[src/hw/scs_pkg.sv]
// constants shared by the system clock source select block
package scs_pkg;
  // ****************************************
  // clock source select codes
  // ****************************************
  localparam logic [1:0] SCS_SEL_WAKEUP = 2'h0;
  localparam logic [1:0] SCS_SEL_SPARE = 2'h1;
  localparam logic [1:0] SCS_SEL_OSC = 2'h2;
  localparam logic [1:0] SCS_SEL_DIRECT = 2'h3;

  // ****************************************
  // vco band codes
  // ****************************************
  localparam logic [1:0] SCS_BAND_LOW = 2'h0;  // 50 to 110 MHz
  localparam logic [1:0] SCS_BAND_MID = 2'h1;  // 100 to 200 MHz
  localparam logic [1:0] SCS_BAND_HIGH = 2'h2; // 200 to 280 MHz

  // ****************************************
  // field widths and reset values
  // ****************************************
  localparam int SCS_K1_W = 10;
  localparam int SCS_K2_W = 7;
  localparam int SCS_P_W = 4;
  localparam int SCS_N_W = 8;
  localparam int SCS_SYNC_STAGES = 2;
  localparam logic SCS_CLK_RST = 1'b0;
  localparam logic [1:0] SCS_ACTIVE_RST = SCS_SEL_WAKEUP;

  // ****************************************
  // active source states, one-hot
  // ****************************************
  typedef enum logic [3:0] {
    SCS_ST_WAKE = 4'h1,
    SCS_ST_DIRECT = 4'h2,
    SCS_ST_PRESC = 4'h4,
    SCS_ST_PLL = 4'h8
  } scs_state_t;
endpackage

[src/hw/scs_div_if.sv]
// signals between the top and one clock divider
`timescale 1ns/100ps
`default_nettype none
interface scs_div_if #(
  parameter int W = 10
);
  logic [W-1:0] field;     // programmed factor minus one
  logic in_level;          // synchronised input clock level
  logic in_rise;           // one-cycle pulse on input rising edge
  logic out_level;         // divided clock level

  modport ctrl (output field, output in_level, output in_rise, input out_level);
  modport div (input field, input in_level, input in_rise, output out_level);
endinterface
`default_nettype wire

[src/hw/scs_top.sv]
// system clock source select: direct, prescaler, pll and wakeup modes
// How it works
// - select 11 drives clock from external pin
// - select 10 with bypass divides by prescaler
// - prescaler input is crystal or internal oscillator
// - prescaler factor is field plus one, max 1024
// - factor one passes input clock unchanged
// - crystal bypass divide one equals direct drive
// - select 10 without bypass runs the pll
// - pll multiplies by N over P times K2
// - pll reference is crystal or internal oscillator
// - system clock is vco divided by K2
// - two-bit band picks the vco range
// - select 00 runs from wakeup clock
`timescale 1ns/100ps
`default_nettype none
module scs_top
  import scs_pkg::*;
#(
  parameter int K1_W = SCS_K1_W,
  parameter int K2_W = SCS_K2_W,
  parameter int P_W = SCS_P_W,
  parameter int N_W = SCS_N_W
) (
  input wire logic core_clk_i,
  input wire logic rst_i,
  input wire logic ext_clock_in_pin_i,
  input wire logic crystal_in_pin_i,
  input wire logic int_osc_clk_i,
  input wire logic wakeup_clk_i,
  input wire logic pll_vco_clk_i,
  input wire logic [1:0] clock_source_select_i,
  input wire logic vco_bypass_i,
  input wire logic osc_input_select_i,
  input wire logic [K1_W-1:0] prescaler_div_field_i,
  input wire logic [P_W-1:0] pll_input_div_field_i,
  input wire logic [N_W-1:0] pll_feedback_mult_field_i,
  input wire logic [K2_W-1:0] pll_output_div_field_i,
  input wire logic [1:0] vco_band_select_i,
  output logic sys_clk_o,
  output logic pll_enable_o,
  output logic pll_ref_clk_o,
  output logic [P_W-1:0] pll_input_div_o,
  output logic [N_W-1:0] pll_feedback_mult_o,
  output logic [1:0] vco_band_o,
  output logic [1:0] active_mode_o
);
  // ****************************************
  // pin synchronisers
  // ****************************************
  localparam int NSRC = 5;
  localparam int I_EXT = 0;
  localparam int I_XTAL = 1;
  localparam int I_INT = 2;
  localparam int I_WAKE = 3;
  localparam int I_VCO = 4;

  logic [NSRC-1:0] pins;
  logic [NSRC-1:0] meta_q;
  logic [NSRC-1:0] sync_q;
  logic [NSRC-1:0] prev_q;
  logic [NSRC-1:0] rise;

  assign pins = {pll_vco_clk_i, wakeup_clk_i, int_osc_clk_i, crystal_in_pin_i, ext_clock_in_pin_i};

  // two flops per pin, then one more for edge detection
  always_ff @(posedge core_clk_i or posedge rst_i) begin
    if (rst_i) begin
      meta_q <= '0;
      sync_q <= '0;
      prev_q <= '0;
    end else begin
      meta_q <= pins;
      sync_q <= meta_q;
      prev_q <= sync_q;
    end
  end

  assign rise = sync_q & ~prev_q;

  // ****************************************
  // oscillator choice for prescaler and pll reference
  // ****************************************
  logic osc_level;
  logic osc_rise;

  // crystal when low, internal source when high
  assign osc_level = osc_input_select_i ? sync_q[I_INT] : sync_q[I_XTAL];
  assign osc_rise = osc_input_select_i ? rise[I_INT] : rise[I_XTAL];

  // ****************************************
  // dividers
  // ****************************************
  scs_div_if #(.W(K1_W)) k1_if ();
  scs_div_if #(.W(K2_W)) k2_if ();

  // prescaler divides the oscillator by field plus one
  assign k1_if.field = prescaler_div_field_i;
  assign k1_if.in_level = osc_level;
  assign k1_if.in_rise = osc_rise;

  // vco output divided by K2 gives the pll system clock
  assign k2_if.field = pll_output_div_field_i;
  assign k2_if.in_level = sync_q[I_VCO];
  assign k2_if.in_rise = rise[I_VCO];

  scs_divider #(.W(K1_W)) u_k1 (
    .core_clk_i(core_clk_i),
    .rst_i(rst_i),
    .port_if(k1_if)
  );

  scs_divider #(.W(K2_W)) u_k2 (
    .core_clk_i(core_clk_i),
    .rst_i(rst_i),
    .port_if(k2_if)
  );

  // ****************************************
  // source selection
  // ****************************************
  scs_state_t want;
  scs_state_t state_q;
  logic want_level;
  logic cur_level;

  // requested source from select field and bypass bit
  always_comb begin
    case (clock_source_select_i)
      SCS_SEL_DIRECT: want = SCS_ST_DIRECT;
      SCS_SEL_OSC: want = vco_bypass_i ? SCS_ST_PRESC : SCS_ST_PLL;
      SCS_SEL_WAKEUP: want = SCS_ST_WAKE;
      default: want = SCS_ST_WAKE;
    endcase
  end

  // level of a source in a given state
  function automatic logic src_level(input scs_state_t s, input logic [NSRC-1:0] lv, input logic k1,
                                     input logic k2);
    case (s)
      SCS_ST_DIRECT: src_level = lv[I_EXT];
      SCS_ST_PRESC: src_level = k1;
      SCS_ST_PLL: src_level = k2;
      SCS_ST_WAKE: src_level = lv[I_WAKE];
      default: src_level = 1'b0;
    endcase
  endfunction

  assign want_level = src_level(want, sync_q, k1_if.out_level, k2_if.out_level);
  assign cur_level = src_level(state_q, sync_q, k1_if.out_level, k2_if.out_level);

  // switch only while the output and the new source are both low
  always_ff @(posedge core_clk_i or posedge rst_i) begin
    if (rst_i) begin
      state_q <= SCS_ST_WAKE;
    end else if (want != state_q && !sys_clk_o && !want_level) begin
      state_q <= want;
    end
  end

  // output holds low during a pending switch so no pulse is cut short
  always_ff @(posedge core_clk_i or posedge rst_i) begin
    if (rst_i) begin
      sys_clk_o <= SCS_CLK_RST;
    end else if (want != state_q && !sys_clk_o) begin
      sys_clk_o <= 1'b0;
    end else begin
      sys_clk_o <= cur_level;
    end
  end

  // ****************************************
  // pll macro control and status
  // ****************************************
  // pll runs while pll mode is requested or active, fields pass to the analog loop
  always_ff @(posedge core_clk_i or posedge rst_i) begin
    if (rst_i) begin
      pll_enable_o <= 1'b0;
      pll_ref_clk_o <= 1'b0;
      pll_input_div_o <= '0;
      pll_feedback_mult_o <= '0;
      vco_band_o <= SCS_BAND_LOW;
    end else begin
      pll_enable_o <= (want == SCS_ST_PLL) || (state_q == SCS_ST_PLL);
      pll_ref_clk_o <= osc_level;
      pll_input_div_o <= pll_input_div_field_i;
      pll_feedback_mult_o <= pll_feedback_mult_field_i;
      vco_band_o <= vco_band_select_i;
    end
  end

  // active source reported as select code, bypass folded in
  always_ff @(posedge core_clk_i or posedge rst_i) begin
    if (rst_i) begin
      active_mode_o <= SCS_ACTIVE_RST;
    end else begin
      case (state_q)
        SCS_ST_DIRECT: active_mode_o <= SCS_SEL_DIRECT;
        SCS_ST_PRESC: active_mode_o <= SCS_SEL_OSC;
        SCS_ST_PLL: active_mode_o <= SCS_SEL_SPARE;
        SCS_ST_WAKE: active_mode_o <= SCS_SEL_WAKEUP;
        default: active_mode_o <= SCS_SEL_WAKEUP;
      endcase
    end
  end
endmodule
`default_nettype wire

[src/hw/scs_divider.sv]
// integer clock divider on input periods, glitch free across factor changes
`timescale 1ns/100ps
`default_nettype none
module scs_divider
  import scs_pkg::*;
#(
  parameter int W = 10
) (
  input wire logic core_clk_i,
  input wire logic rst_i,
  scs_div_if.div port_if
);
  logic [W:0] fact_q;
  logic [W:0] cnt_q;
  logic out_q;
  logic last;
  logic [W:0] cnt_nx;
  logic [W:0] fact_nx;

  // factor is field plus one
  function automatic logic [W:0] plus_one(input logic [W-1:0] f);
    plus_one = {1'b0, f} + {{W{1'b0}}, 1'b1};
  endfunction

  // ****************************************
  // period counting
  // ****************************************
  // a new factor is taken only at the end of a whole output period
  assign last = (cnt_q == fact_q - {{W{1'b0}}, 1'b1});
  assign fact_nx = last ? plus_one(port_if.field) : fact_q;
  assign cnt_nx = last ? '0 : cnt_q + {{W{1'b0}}, 1'b1};

  // counter and factor advance on each input rising edge
  always_ff @(posedge core_clk_i or posedge rst_i) begin
    if (rst_i) begin
      fact_q <= {{W{1'b0}}, 1'b1};
      cnt_q <= '0;
    end else if (port_if.in_rise) begin
      fact_q <= fact_nx;
      cnt_q <= cnt_nx;
    end
  end

  // output high for the first half of the period, changes only on input rise
  always_ff @(posedge core_clk_i or posedge rst_i) begin
    if (rst_i) begin
      out_q <= SCS_CLK_RST;
    end else if (port_if.in_rise) begin
      out_q <= ({1'b0, cnt_nx} < ({1'b0, fact_nx} + 1'b1) >> 1);
    end
  end

  // factor one passes the input through with its own duty cycle
  assign port_if.out_level = (fact_q == {{W{1'b0}}, 1'b1}) ? port_if.in_level : out_q;
endmodule
`default_nettype wire

[config.mk]
export PLATFORM = sky130hd
export DESIGN_NAME = scs_top
export DESIGN_NICKNAME = d
export VERILOG_FILES = /design/src/hw/scs_pkg.sv /design/src/hw/scs_div_if.sv /design/src/hw/scs_top.sv /design/src/hw/scs_divider.sv
export SDC_FILE = /design/constraint.sdc
export NUM_CORES = 1
export LEC_CHECK = 0
export ABC_CLOCK_PERIOD_IN_PS = 6700
export BUFFER_PORTS_ARGS = -buffer_cell sky130_fd_sc_hd__buf_2
export CAP_MARGIN = 20
export CORE_MARGIN = 4
export CORE_UTILIZATION = 58
export DETAILED_ROUTE_END_ITERATION = 16
export PLACE_DENSITY = 0.83
export SYNTH_ARGS = -nofsm -noshare
export SYNTH_HDL_FRONTEND = slang
export SYNTH_SLANG_ARGS = --single-unit
[constraint.sdc]
create_clock -name core_clk_i -period 6.7 [get_ports core_clk_i]
set_clock_uncertainty 0.2 [all_clocks]
set_input_delay 0.335 -clock core_clk_i [delete_from_list [all_inputs] [get_ports core_clk_i]]
set_output_delay 0.335 -clock core_clk_i [all_outputs]
set_load 0.05 [all_outputs]
=== After elaboration in Yosys (flattened, before gate mapping) ===
Index checks and enable logic that the tools add are counted.

* Register bits: 78
* Input port bits: 42

* Magnitude comparators: 2
* Multiplexer cells: 14
* Bitwise gates (word level): 2
* Add/sub/neg operators: 8
* Equality and inequality tests: 15
* Reduce and logical (&&, ||, !) cells: 5

{| class="wikitable"
|+ Operators with widths
! cell !! number
|-
| 11-bit 2-to-1 mux || 2
|-
| 8-bit 2-to-1 mux || 2
|-
| 11-bit by 1-bit adder with 12-bit output (second input constant) || 1
|-
| 10-bit by 1-bit adder with 11-bit output (second input constant) || 1
|-
| 11-bit by 1-bit adder with 11-bit output (second input constant) || 1
|-
| 11-bit by 1-bit equality test with 1-bit output (second input constant) || 1
|-
| 11-bit equality test || 1
|-
| 11-bit less-than comparator || 1
|-
| 11-bit by 1-bit subtractor with 11-bit output (second input constant) || 1
|-
| 8-bit by 1-bit adder with 9-bit output (second input constant) || 1
|-
| 7-bit by 1-bit adder with 8-bit output (second input constant) || 1
|-
| 8-bit by 1-bit adder with 8-bit output (second input constant) || 1
|-
| 4-bit by 1-bit equality test with 1-bit output (second input constant) || 2
|-
| 4-bit by 2-bit equality test with 1-bit output (second input constant) || 2
|-
| 4-bit by 3-bit equality test with 1-bit output (second input constant) || 2
|-
| 4-bit equality test (second input constant) || 2
|-
| 8-bit by 1-bit equality test with 1-bit output (second input constant) || 1
|-
| 8-bit equality test || 1
|-
| 8-bit less-than comparator || 1
|-
| 1-bit case mux with 4 select lines || 2
|-
| 4-bit case mux with 2 select lines || 1
|-
| 8-bit by 1-bit subtractor with 8-bit output (second input constant) || 1
|-
| 2-bit case mux with 3 select lines || 1
|-
| 5-bit bitwise AND || 1
|-
| 8 further kinds || 15
|}

=== Depth between registers and ports, before layout ===
Gate-level depths: netlist of run 1.

* Word-level depth: 6
* Mapped depth: 25

=== By module ===
From an unflattened synthesis of run 1, not the netlist that was laid out.

* Cell total of the unflattened synthesis: 627
* Area, all modules: 5696.7 sq um

{| class="wikitable"
|+ By module, submodules not included
! module !! seq. area each (sq um) !! times used !! cells each !! area an instance (sq um)
|-
| scs_divider (u_k1) || 576.8 || 1 || 326 || 2628.8
|-
| scs_divider (u_k2) || 426.7 || 1 || 218 || 1804.2
|-
| scs_top || 902.1 || 1 || 83 || 1263.7
|}

=== Worst setup path after synthesis of run 1 ===
No wires, ideal clock.

* Path type: register -> register
* From: register u_k1.fact_q[0]
* To: register u_k1.out_q
* Data required time: 6.423 ns
* Slack: 1.979 ns
* Setup time: 0.077 ns
* Buffers on the path: 2
* Arrival: 4.444 ns
* Cell stages (with the launch flop): 25
* Clock period less this slack: 4.721 ns
* Cell sequence: dfstp_2 clkbuf_1 inv_1 ha_1 nor3b_1 a221o_1 o311a_1 o21ai_2 nand4_2 buf_2 mux2_2 ha_1 a21o_1 a22o_1 a21oi_1 xnor2_1 o21ai_0 ha_1 a21o_1 a21o_1 a21oi_1 nor2_1 a2111oi_0 a21oi_1 a21oi_1

* Longest elaborated chain between the ends: 5
* Elaborated cells on any way between the ends: 6
* Those cells by class: add/sub (2); order compare (1); eq/ne (1); mux (2)

{| class="wikitable"
|+ Ends and longest elaborated chain
! item !! RTL line !! source
|-
| start, declared || scs_divider.sv:13 || <nowiki>logic [W:0] fact_q;</nowiki>
|-
| start signal, assigned || scs_divider.sv:36 || <nowiki>fact_q <= {{W{1'b0}}, 1'b1};</nowiki>
|-
| start signal, assigned || scs_divider.sv:39 || <nowiki>fact_q <= fact_nx;</nowiki>
|-
| 11-bit by 1-bit subtractor with 11-bit output || scs_divider.sv:29 || <nowiki>assign last = (cnt_q == fact_q - {{W{1'b0}}, 1'b1});</nowiki>
|-
| 11-bit equality test || scs_divider.sv:29 ||
|-
| 11-bit 2-to-1 mux || scs_divider.sv:30 || <nowiki>assign fact_nx = last ? plus_one(port_if.field) : fact_q;</nowiki>
|-
| net u_k1.fact_nx[1] || scs_divider.sv:18 || <nowiki>logic [W:0] fact_nx;</nowiki>
|-
| 11-bit by 1-bit adder with 12-bit output || scs_divider.sv:49 || <nowiki>out_q <= ({1'b0, cnt_nx} < ({1'b0, fact_nx} + 1'b1) >> 1);</nowiki>
|-
| 11-bit less-than comparator || scs_divider.sv:49 ||
|-
| end signal, assigned || scs_divider.sv:49 ||
|-
| end, declared || scs_divider.sv:15 || <nowiki>logic out_q;</nowiki>
|}

The timed path passes the listed nets, and every way through them passes these cells.
A chain may end at the register's enable or synchronous reset.

=== Worst setup path in the final report of run 1 ===
* From: register u_k1.fact_q[1]
* To: register u_k1.out_q

* Longest elaborated chain between the ends: 5
* Elaborated cells on any way between the ends: 6
* Those cells by class: add/sub (2); order compare (1); eq/ne (1); mux (2)

{| class="wikitable"
|+ Ends and longest elaborated chain
! item !! RTL line
|-
| 11-bit by 1-bit subtractor with 11-bit output || scs_divider.sv:29
|-
| 11-bit equality test || scs_divider.sv:29
|-
| 11-bit 2-to-1 mux (*) || scs_divider.sv:30
|-
| net u_k1.fact_nx[1] || scs_divider.sv:18
|-
| 11-bit by 1-bit adder with 12-bit output (*) || scs_divider.sv:49
|-
| 11-bit less-than comparator (*) || scs_divider.sv:49
|}

The timed path passes the listed nets; every way through them passes the cells marked *.

==> results.ini, run 1 <==
[timing]
period_needed_ns=4.90
timing.final.crit_share_pct=73.1
hold_slack_ns=0.0280
hold_viol_final=0
tns_ns=0
drv_slew=0
clock.fmax_ghz=0.204
slew-limit-headroom_pct=36.5
rsz0062_at_grt=no
report.final.setup_viol=0
tightest_slew_ns=0.953

[clock_tree]
htreeDepth=3
cts_resized=0
post_cts_buffers=0
cts_buffer_depth=2
cts_tree=built
clk_pin_slew_ns=0.09
cts_num_sinks=76
clk_latency_ns=0.36
numCtsBuffers=9
hold_buffers=20
cts-root-buf=clkbuf_8

[global_route]
grt_pass1_wl_um=21600
antenna_found_initial=0
overflow=0
grt_pass1_vias=4553
grtUsageTotal_pct=23.8
grt_max_degree=77

[yosys]
synth_fp_nets=684
muxShareOfSynthArea_pct=6.40
synth_edf_count=0
synthXorXnorAreaFrac_pct=12.4
async_flop_share_pct=100
synth.largest_area_cell=dfrtp_1
synth_top_area_share_pct=33.6
synthCells=615
synth_top_family_by_area=simple AND/OR/NAND/NOR gates
yosys.area_share.adder_pct=6.22
avgSynthCellArea_um2=8.83
synthesis.area_um2=5430
ys_ff_latch=76
synthSimpleGateAreaFrac_pct=22.6
synth_compound_area_share_pct=12.6
ys.warnings.count=0
ys_top_cells_by_area=dfrtp_1 (34%), xnor2_1 (7.1%), ha_1 (6.2%)
synth_cell_types=63
synth_ff_type=dfrtp_1
ys_seq_area_share_pct=35.1

[power]
power.total_mw=1.48
swShare_pct=36.5
p_clk_share_pct=27.1
p_seq_share_pct=41.6
ir_worst_vdd_mv=0.130
power.internal_uw=942
powerDensity_nw_per_um2=242
power.share.combinational_pct=31.3
cellLeakagePower_nw=2.78
p_switching_uw=542

[place]
placed_area_um2=5700
dp_hpwl_um=8850
place_congestion=0.935
portBuffers=60
place_inst=747

[job]
maxCapViolCount=0

[worst_hold_path]
min_path_type=primary input to register

[worst_setup_path]
path_class=register to register
ff2ff_setup_slack_ns=1.80
worstPathArrival_ns=4.99
worstSetupEndpointType=register
start_kind=register
crit_required_ns=6.79
worstPathMaxFanout=7

[drt]
wire_per_inst_um=15.9
route.vias.total=4666
drc=0
wirelength_um=12400
drtIter0Drc=390
postRouteAntennaNets=0
detail_route.vias_per_cell=5.96
drtPass1Iterations=7

[layout]
syn_to_final_growth_pct=12.7
antenna_cells=0
fin_cells=783
drive_gt1_share_pct=16.1
nets=736
fin_area_um2=6120

[status]
status=completed

[floorplanning]
die_h_um=105
start_util_pct=59.1
coreArea_um2=9200
dieArea_um2=11000
io_pins=61
die_x_um=105
num_rows=35

[registers in the layout, indices dropped and copies added (netlist names), 4 cells and up]
name	flops
u_k1.cnt_q	11
u_k1.fact_q	11
pll_feedback_mult_o	8
u_k2.cnt_q	8
u_k2.fact_q	8
meta_q	5
sync_q	5
pll_input_div_o	4
state_q	4
[routing by layer]
layer	wire, um	up-vias	GRT usage [%]	part of all wire [%]
li1	-	2241	-	-
met1	5490	2243	32.2	44
met2	5990	154	37.5	48
met3	655	28	4.57	5.3
met4	300	0	9.93	2.4
met5	0	-	0	0
[area by class of cell]
class	count	area, um2
multi-input cells	481	3270
fillers	739	3070
flip-flops and latches	76	1910
repair buffers	83	523
well taps	111	139
clock buffers	10	128
clock inverters	6	96.3
inverters	16	60.1
[power by group through the flow]
stage	registers [mW]	logic (mW)	clock network, mW
finish	0.618	0.465	0.402
global route	0.629	0.522	0.430
CTS	0.615	0.464	0.412
detailed placement	0.623	0.450	0
global placement	0.618	0.432	0
floorplan	0.608	0.360	0
[cell usage in the layout, fill, tap and decap left out, types with 9 or more instances in the layout]
master	instances
mux2i_1	13
dlygate4sd3_1	20
a21oi_1	23
nor3_1	11
ha_1	27
nor2_1	53
a21o_1	9
nand3_1	35
clkbuf_8	9
buf_2	60
and3_1	10
xor2_1	33
inv_1	15
o21ai_0	42
nand4_1	11
dfrtp_1	73
xnor2_1	44
nand2_1	62
and2_1	9
[Yosys cell counts, types with 3 or more instances]
library cell,n
o211ai_1,3
nor4_1,4
a31oi_1,4
a21o_1,9
inv_1,16
mux2_2,8
clkbuf_1,24
o31ai_1,4
a21oi_1,23
nand4_1,11
and3_1,10
and2_1,9
nor3_1,11
a211oi_1,3
nand3b_1,7
nor3b_1,4
nor4b_1,3
ha_1,27
buf_2,13
nor2b_1,7
xor2_1,33
nand2b_1,6
dfrtp_1,73
mux2_4,7
o21ai_0,42
nor2_1,53
xnor2_1,44
nand2_1,62
nand3_1,35
dfstp_2,3
mux2i_1,13
[metrics by stage]
step,setup WS [ns],util (%)
2_1_floorplan,1.98,-
3_3_place_gp,2.05,62.0
3_5_place_dp,1.87,62.0
4_1_cts,1.86,66.6
5_1_grt,1.44,66.6
6_report,1.80,66.6
[worst max-delay path: stages, from the launching register on]
cell       delay, ns
dfrtp_1         0.45
inv_1           0.10
ha_1            0.21
nor3b_1         0.42
nand2_2         0.12
o311a_1         0.35
o21ai_2         0.08
nand4_2         0.17
mux2_2          0.32
ha_1            0.27
a21o_1          0.19
a22o_1          0.17
a21oi_1         0.17
xnor2_1         0.13
o21ai_0         0.10
ha_1            0.21
a21o_1          0.18
a21o_1          0.17
a21oi_1         0.13
nor2_1          0.05
a2111oi_0       0.42
a21oi_1         0.09
a21oi_1         0.14
[path summary, 6_finish.rpt]
| path | cells past startpoint | startpoint | to |
|---|---|---|---|
| min in group asynchronous | 3 | rst_i | pll_feedback_mult_o[5] |
| min reg2reg | 0 | meta_q[1] | sync_q[1] |
| max | 22 | u_k1.fact_q[1] | u_k1.out_q |
| min | 2 | prescaler_div_field_i[0] | u_k1.fact_q[0] |
| max reg2reg | 22 | u_k1.fact_q[1] | u_k1.out_q |
| max in group asynchronous | 3 | rst_i | u_k1.cnt_q[9] |
[logic make-up (layout without fill, tap and decap cells)]
kind of cell | after synthesis | after routing
and+or+nand+nor | 237 | 237
AOI/OAI and AO/OA | 110 | 110
xor gates and xnor gates | 77 | 77
DFF | 76 | 76
buffers and inverters | 58 | 115
muxes | 30 | 30
adders and majority gates | 27 | 27
Note: power is estimated with default switching activity, not from simulation.
==> run 2, diff against run 1 <==
ABC_CLOCK_PERIOD_IN_PS = 4900   (was 6700)
clock period = 4.9 ns   (was 6.7 ns; I/O delays follow)
==> results.ini, run 2 (synthesis results as in run 1) <==
[global_route]
overflow=0  ; unchanged
grt_pass1_vias=4455  ; was 4,553
grt_pass1_wl_um=21100  ; was 21,600 um
grt_max_degree=48  ; was 77
grtUsageTotal_pct=23.0  ; was 23.8%
antenna_found_initial=0  ; unchanged

[floorplanning]
start_util_pct=59.1  ; unchanged
die_x_um=105  ; unchanged
die_h_um=105  ; unchanged
num_rows=35  ; unchanged
coreArea_um2=9200  ; unchanged
dieArea_um2=11000  ; unchanged
io_pins=61  ; unchanged

[worst_setup_path]
crit_path_cell_trace=inv_1 > ha_1 > nor3b_2 > a221o_1 > o311a_1 > o21ai_2 > nand4_4 > mux2_2 > ha_2 > a21o_1 > a22o_1 > a21oi_1 > xnor2_1 > o21ai_0 > ha_1 > a21o_1 > a21o_1 > a21oi_1 > nor2_1 > a2111oi_1 > a21oi_1 > a21oi_1  ; was inv_1 > ha_1 > nor3b_1 > nand2_2 > o311a_1 > o21ai_2 > nand4_2 > mux2_2 > ha_1 > a21o_1 > a22o_1 > a21oi_1 > xnor2_1 > o21ai_0 > ha_1 > a21o_1 > a21o_1 > a21oi_1 > nor2_1 > a2111oi_0 > a21oi_1 > a21oi_1
rr_worst_depth=22  ; unchanged
cp_num_buf_inv=1  ; unchanged
crit_required_ns=4.98  ; was 6.79 ns
ff2ff_setup_slack_ns=0.16  ; was 1.80 ns
worstPathMaxFanout=7  ; unchanged
worstSetupEndpointType=register  ; unchanged
timing.rr.start=u_k1.fact_q[0]  ; was u_k1.fact_q[1]
start_kind=register  ; unchanged
cp_top_family=compound AO/OA/AOI/OAI gates  ; unchanged
timing.critical_path.mode_cell=a21oi_1  ; unchanged
critPathMaxStageDelay_ns=0.57  ; was 0.45 ns
path_class=register to register  ; unchanged
worstPathArrival_ns=4.82  ; was 4.99 ns
reg2reg_to=u_k1.out_q  ; unchanged
cp_slowest_cell=dfstp_2  ; was dfrtp_1

[worst_hold_path]
holdCritStartpoint=vco_bypass_i  ; was prescaler_div_field_i[0]
min_to=pll_enable_o  ; was u_k1.fact_q[0]
hold_depth=3  ; was 2
min_path_type=primary input to register  ; unchanged

[layout]
top_regs=u_k1.cnt_q x11, u_k1.fact_q x11  ; unchanged
mostFrequentLayoutCell=dfrtp_1  ; unchanged
syn_to_final_growth_pct=15.4  ; was 12.7%
final_cell_mix=dfrtp_1 (73), nand2_1 (62), buf_2 (60)  ; unchanged
postLayoutCoreUtil_pct=68.2  ; was 66.6%
antenna_cells=0  ; unchanged
multi_input_area_um2=3290  ; was 3270 um2
nets=746  ; was 736
n_fill_cell=730  ; was 739
fin_cells=792  ; was 783
drive_gt1_share_pct=17.0  ; was 16.1%
seq_area_um2=1910  ; unchanged

[drt]
drtPass1Iterations=6  ; was 7
wire_per_inst_um=15.6  ; was 15.9 um
postRouteAntennaNets=0  ; unchanged
drtIter0Drc=311  ; was 390
drc=0  ; unchanged
wirelength_um=12300  ; was 12,400 um
detail_route.vias_per_cell=5.87  ; was 5.96
route.vias.total=4648  ; was 4,666

[power]
ir_worst_vdd_mv=0.208  ; was 0.130 mV
cellLeakagePower_nw=2.84  ; was 2.78 nW
powerDensity_nw_per_um2=338  ; was 242 nW/um2

[timing]
clock.fmax_ghz=0.211  ; was 0.204 GHz
tns_ns=0  ; unchanged
hold_slack_ns=0.0757  ; was 0.0280 ns
period_needed_ns=4.74  ; was 4.90 ns
report.final.setup_viol=0  ; unchanged
timing.final.crit_share_pct=96.7  ; was 73.1%
tightest_slew_ns=0.746  ; was 0.953 ns
drv_slew=0  ; unchanged
slew-limit-headroom_pct=50.2  ; was 36.5%
hold_viol_final=0  ; unchanged
fin_ws_ns=0.160  ; was 1.80 ns

[place]
place_inst=751  ; was 747
pre_cts_slack_ns=0.155  ; was 1.87 ns
portBuffers=60  ; unchanged
place_congestion=0.953  ; was 0.935
dp_hpwl_um=8900  ; was 8850 um

[clock_tree]
cts_num_sinks=76  ; unchanged
cts-root-buf=clkbuf_8  ; unchanged
clk_pin_slew_ns=0.08  ; was 0.09 ns
numCtsBuffers=9  ; unchanged
clk_latency_ns=0.35  ; was 0.36 ns
cts_tree=built  ; unchanged
cts_buffer_depth=2  ; unchanged
htreeDepth=3  ; unchanged

[status]
status=completed  ; unchanged

[job]
maxCapViolCount=0  ; unchanged

## run 2: routing by layer
layer	GRT usage, %	vias to the layer above	wire, um
met1	30.9	2207	5390
met3	4.39	19	719
met5	0	-	0
li1	-	2264	-
met2	38.0	158	5990
met4	6.47	0	239
## run 2: power by group
| group | internal (mW) | total, mW | switching, mW |
|---|---|---|---|
| registers | 0.710 | 0.844 | 0.134 |
| logic | 0.289 | 0.645 | 0.356 |
| clock network | 0.389 | 0.629 | 0.240 |
| total | 1.39 | 2.12 | 0.730 |
## run 2: area by class of cell
| class | instances | area share, % |
|---|---|---|
| timing repair buffer | 93 | 9.74 |
| multi-input combinational | 481 | 52.5 |
| clock inverter | 6 | 2.20 |
| clock buffer | 9 | 1.98 |
| sequential | 76 | 30.4 |
| inverter | 16 | 0.958 |
| tap | 111 | 2.22 |
## run 2: repair_timing
action,CTS,global route
endpoints found under the setup margin,0,1
hold buffers,25,0
resized for setup,0,5
endpoints found under the hold margin,52,0
buffers inserted,0,1
## run 2: through the flow
stage | cell area (um2) | total power [mW]
after floorplan | 5430 | 1.32
final | 6270 | 2.12
after global placement | 5730 | 1.44
after CTS | 6240 | 2.12
after global routing | 6270 | 2.25
after detailed placement | 5730 | 1.46
## run 2: worst max-delay path by stage
stage	start	end	slack, ns	cells past startpoint
floorplan	u_k1.fact_q[0]	u_k1.out_q	0.18	24
global placement	u_k1.fact_q[0]	u_k1.out_q	0.26	22
detailed placement	u_k1.fact_q[0]	u_k1.out_q	0.15	22
CTS	u_k1.fact_q[0]	u_k1.out_q	0.09	22
global route	u_k1.fact_q[0]	u_k1.out_q	-0.07	22
finish	u_k1.fact_q[0]	u_k1.out_q	0.16	22
## run 2: worst reg2reg max path: stages, from the launching register on
cell	delay [ns]
dfstp_2	0.57
inv_1	0.06
ha_1	0.25
nor3b_2	0.20
a221o_1	0.39
o311a_1	0.14
o21ai_2	0.09
nand4_4	0.13
mux2_2	0.31
ha_2	0.22
a21o_1	0.17
a22o_1	0.17
a21oi_1	0.17
xnor2_1	0.13
o21ai_0	0.10
ha_1	0.21
a21o_1	0.17
a21o_1	0.17
a21oi_1	0.16
nor2_1	0.07
a2111oi_1	0.39
a21oi_1	0.08
a21oi_1	0.14
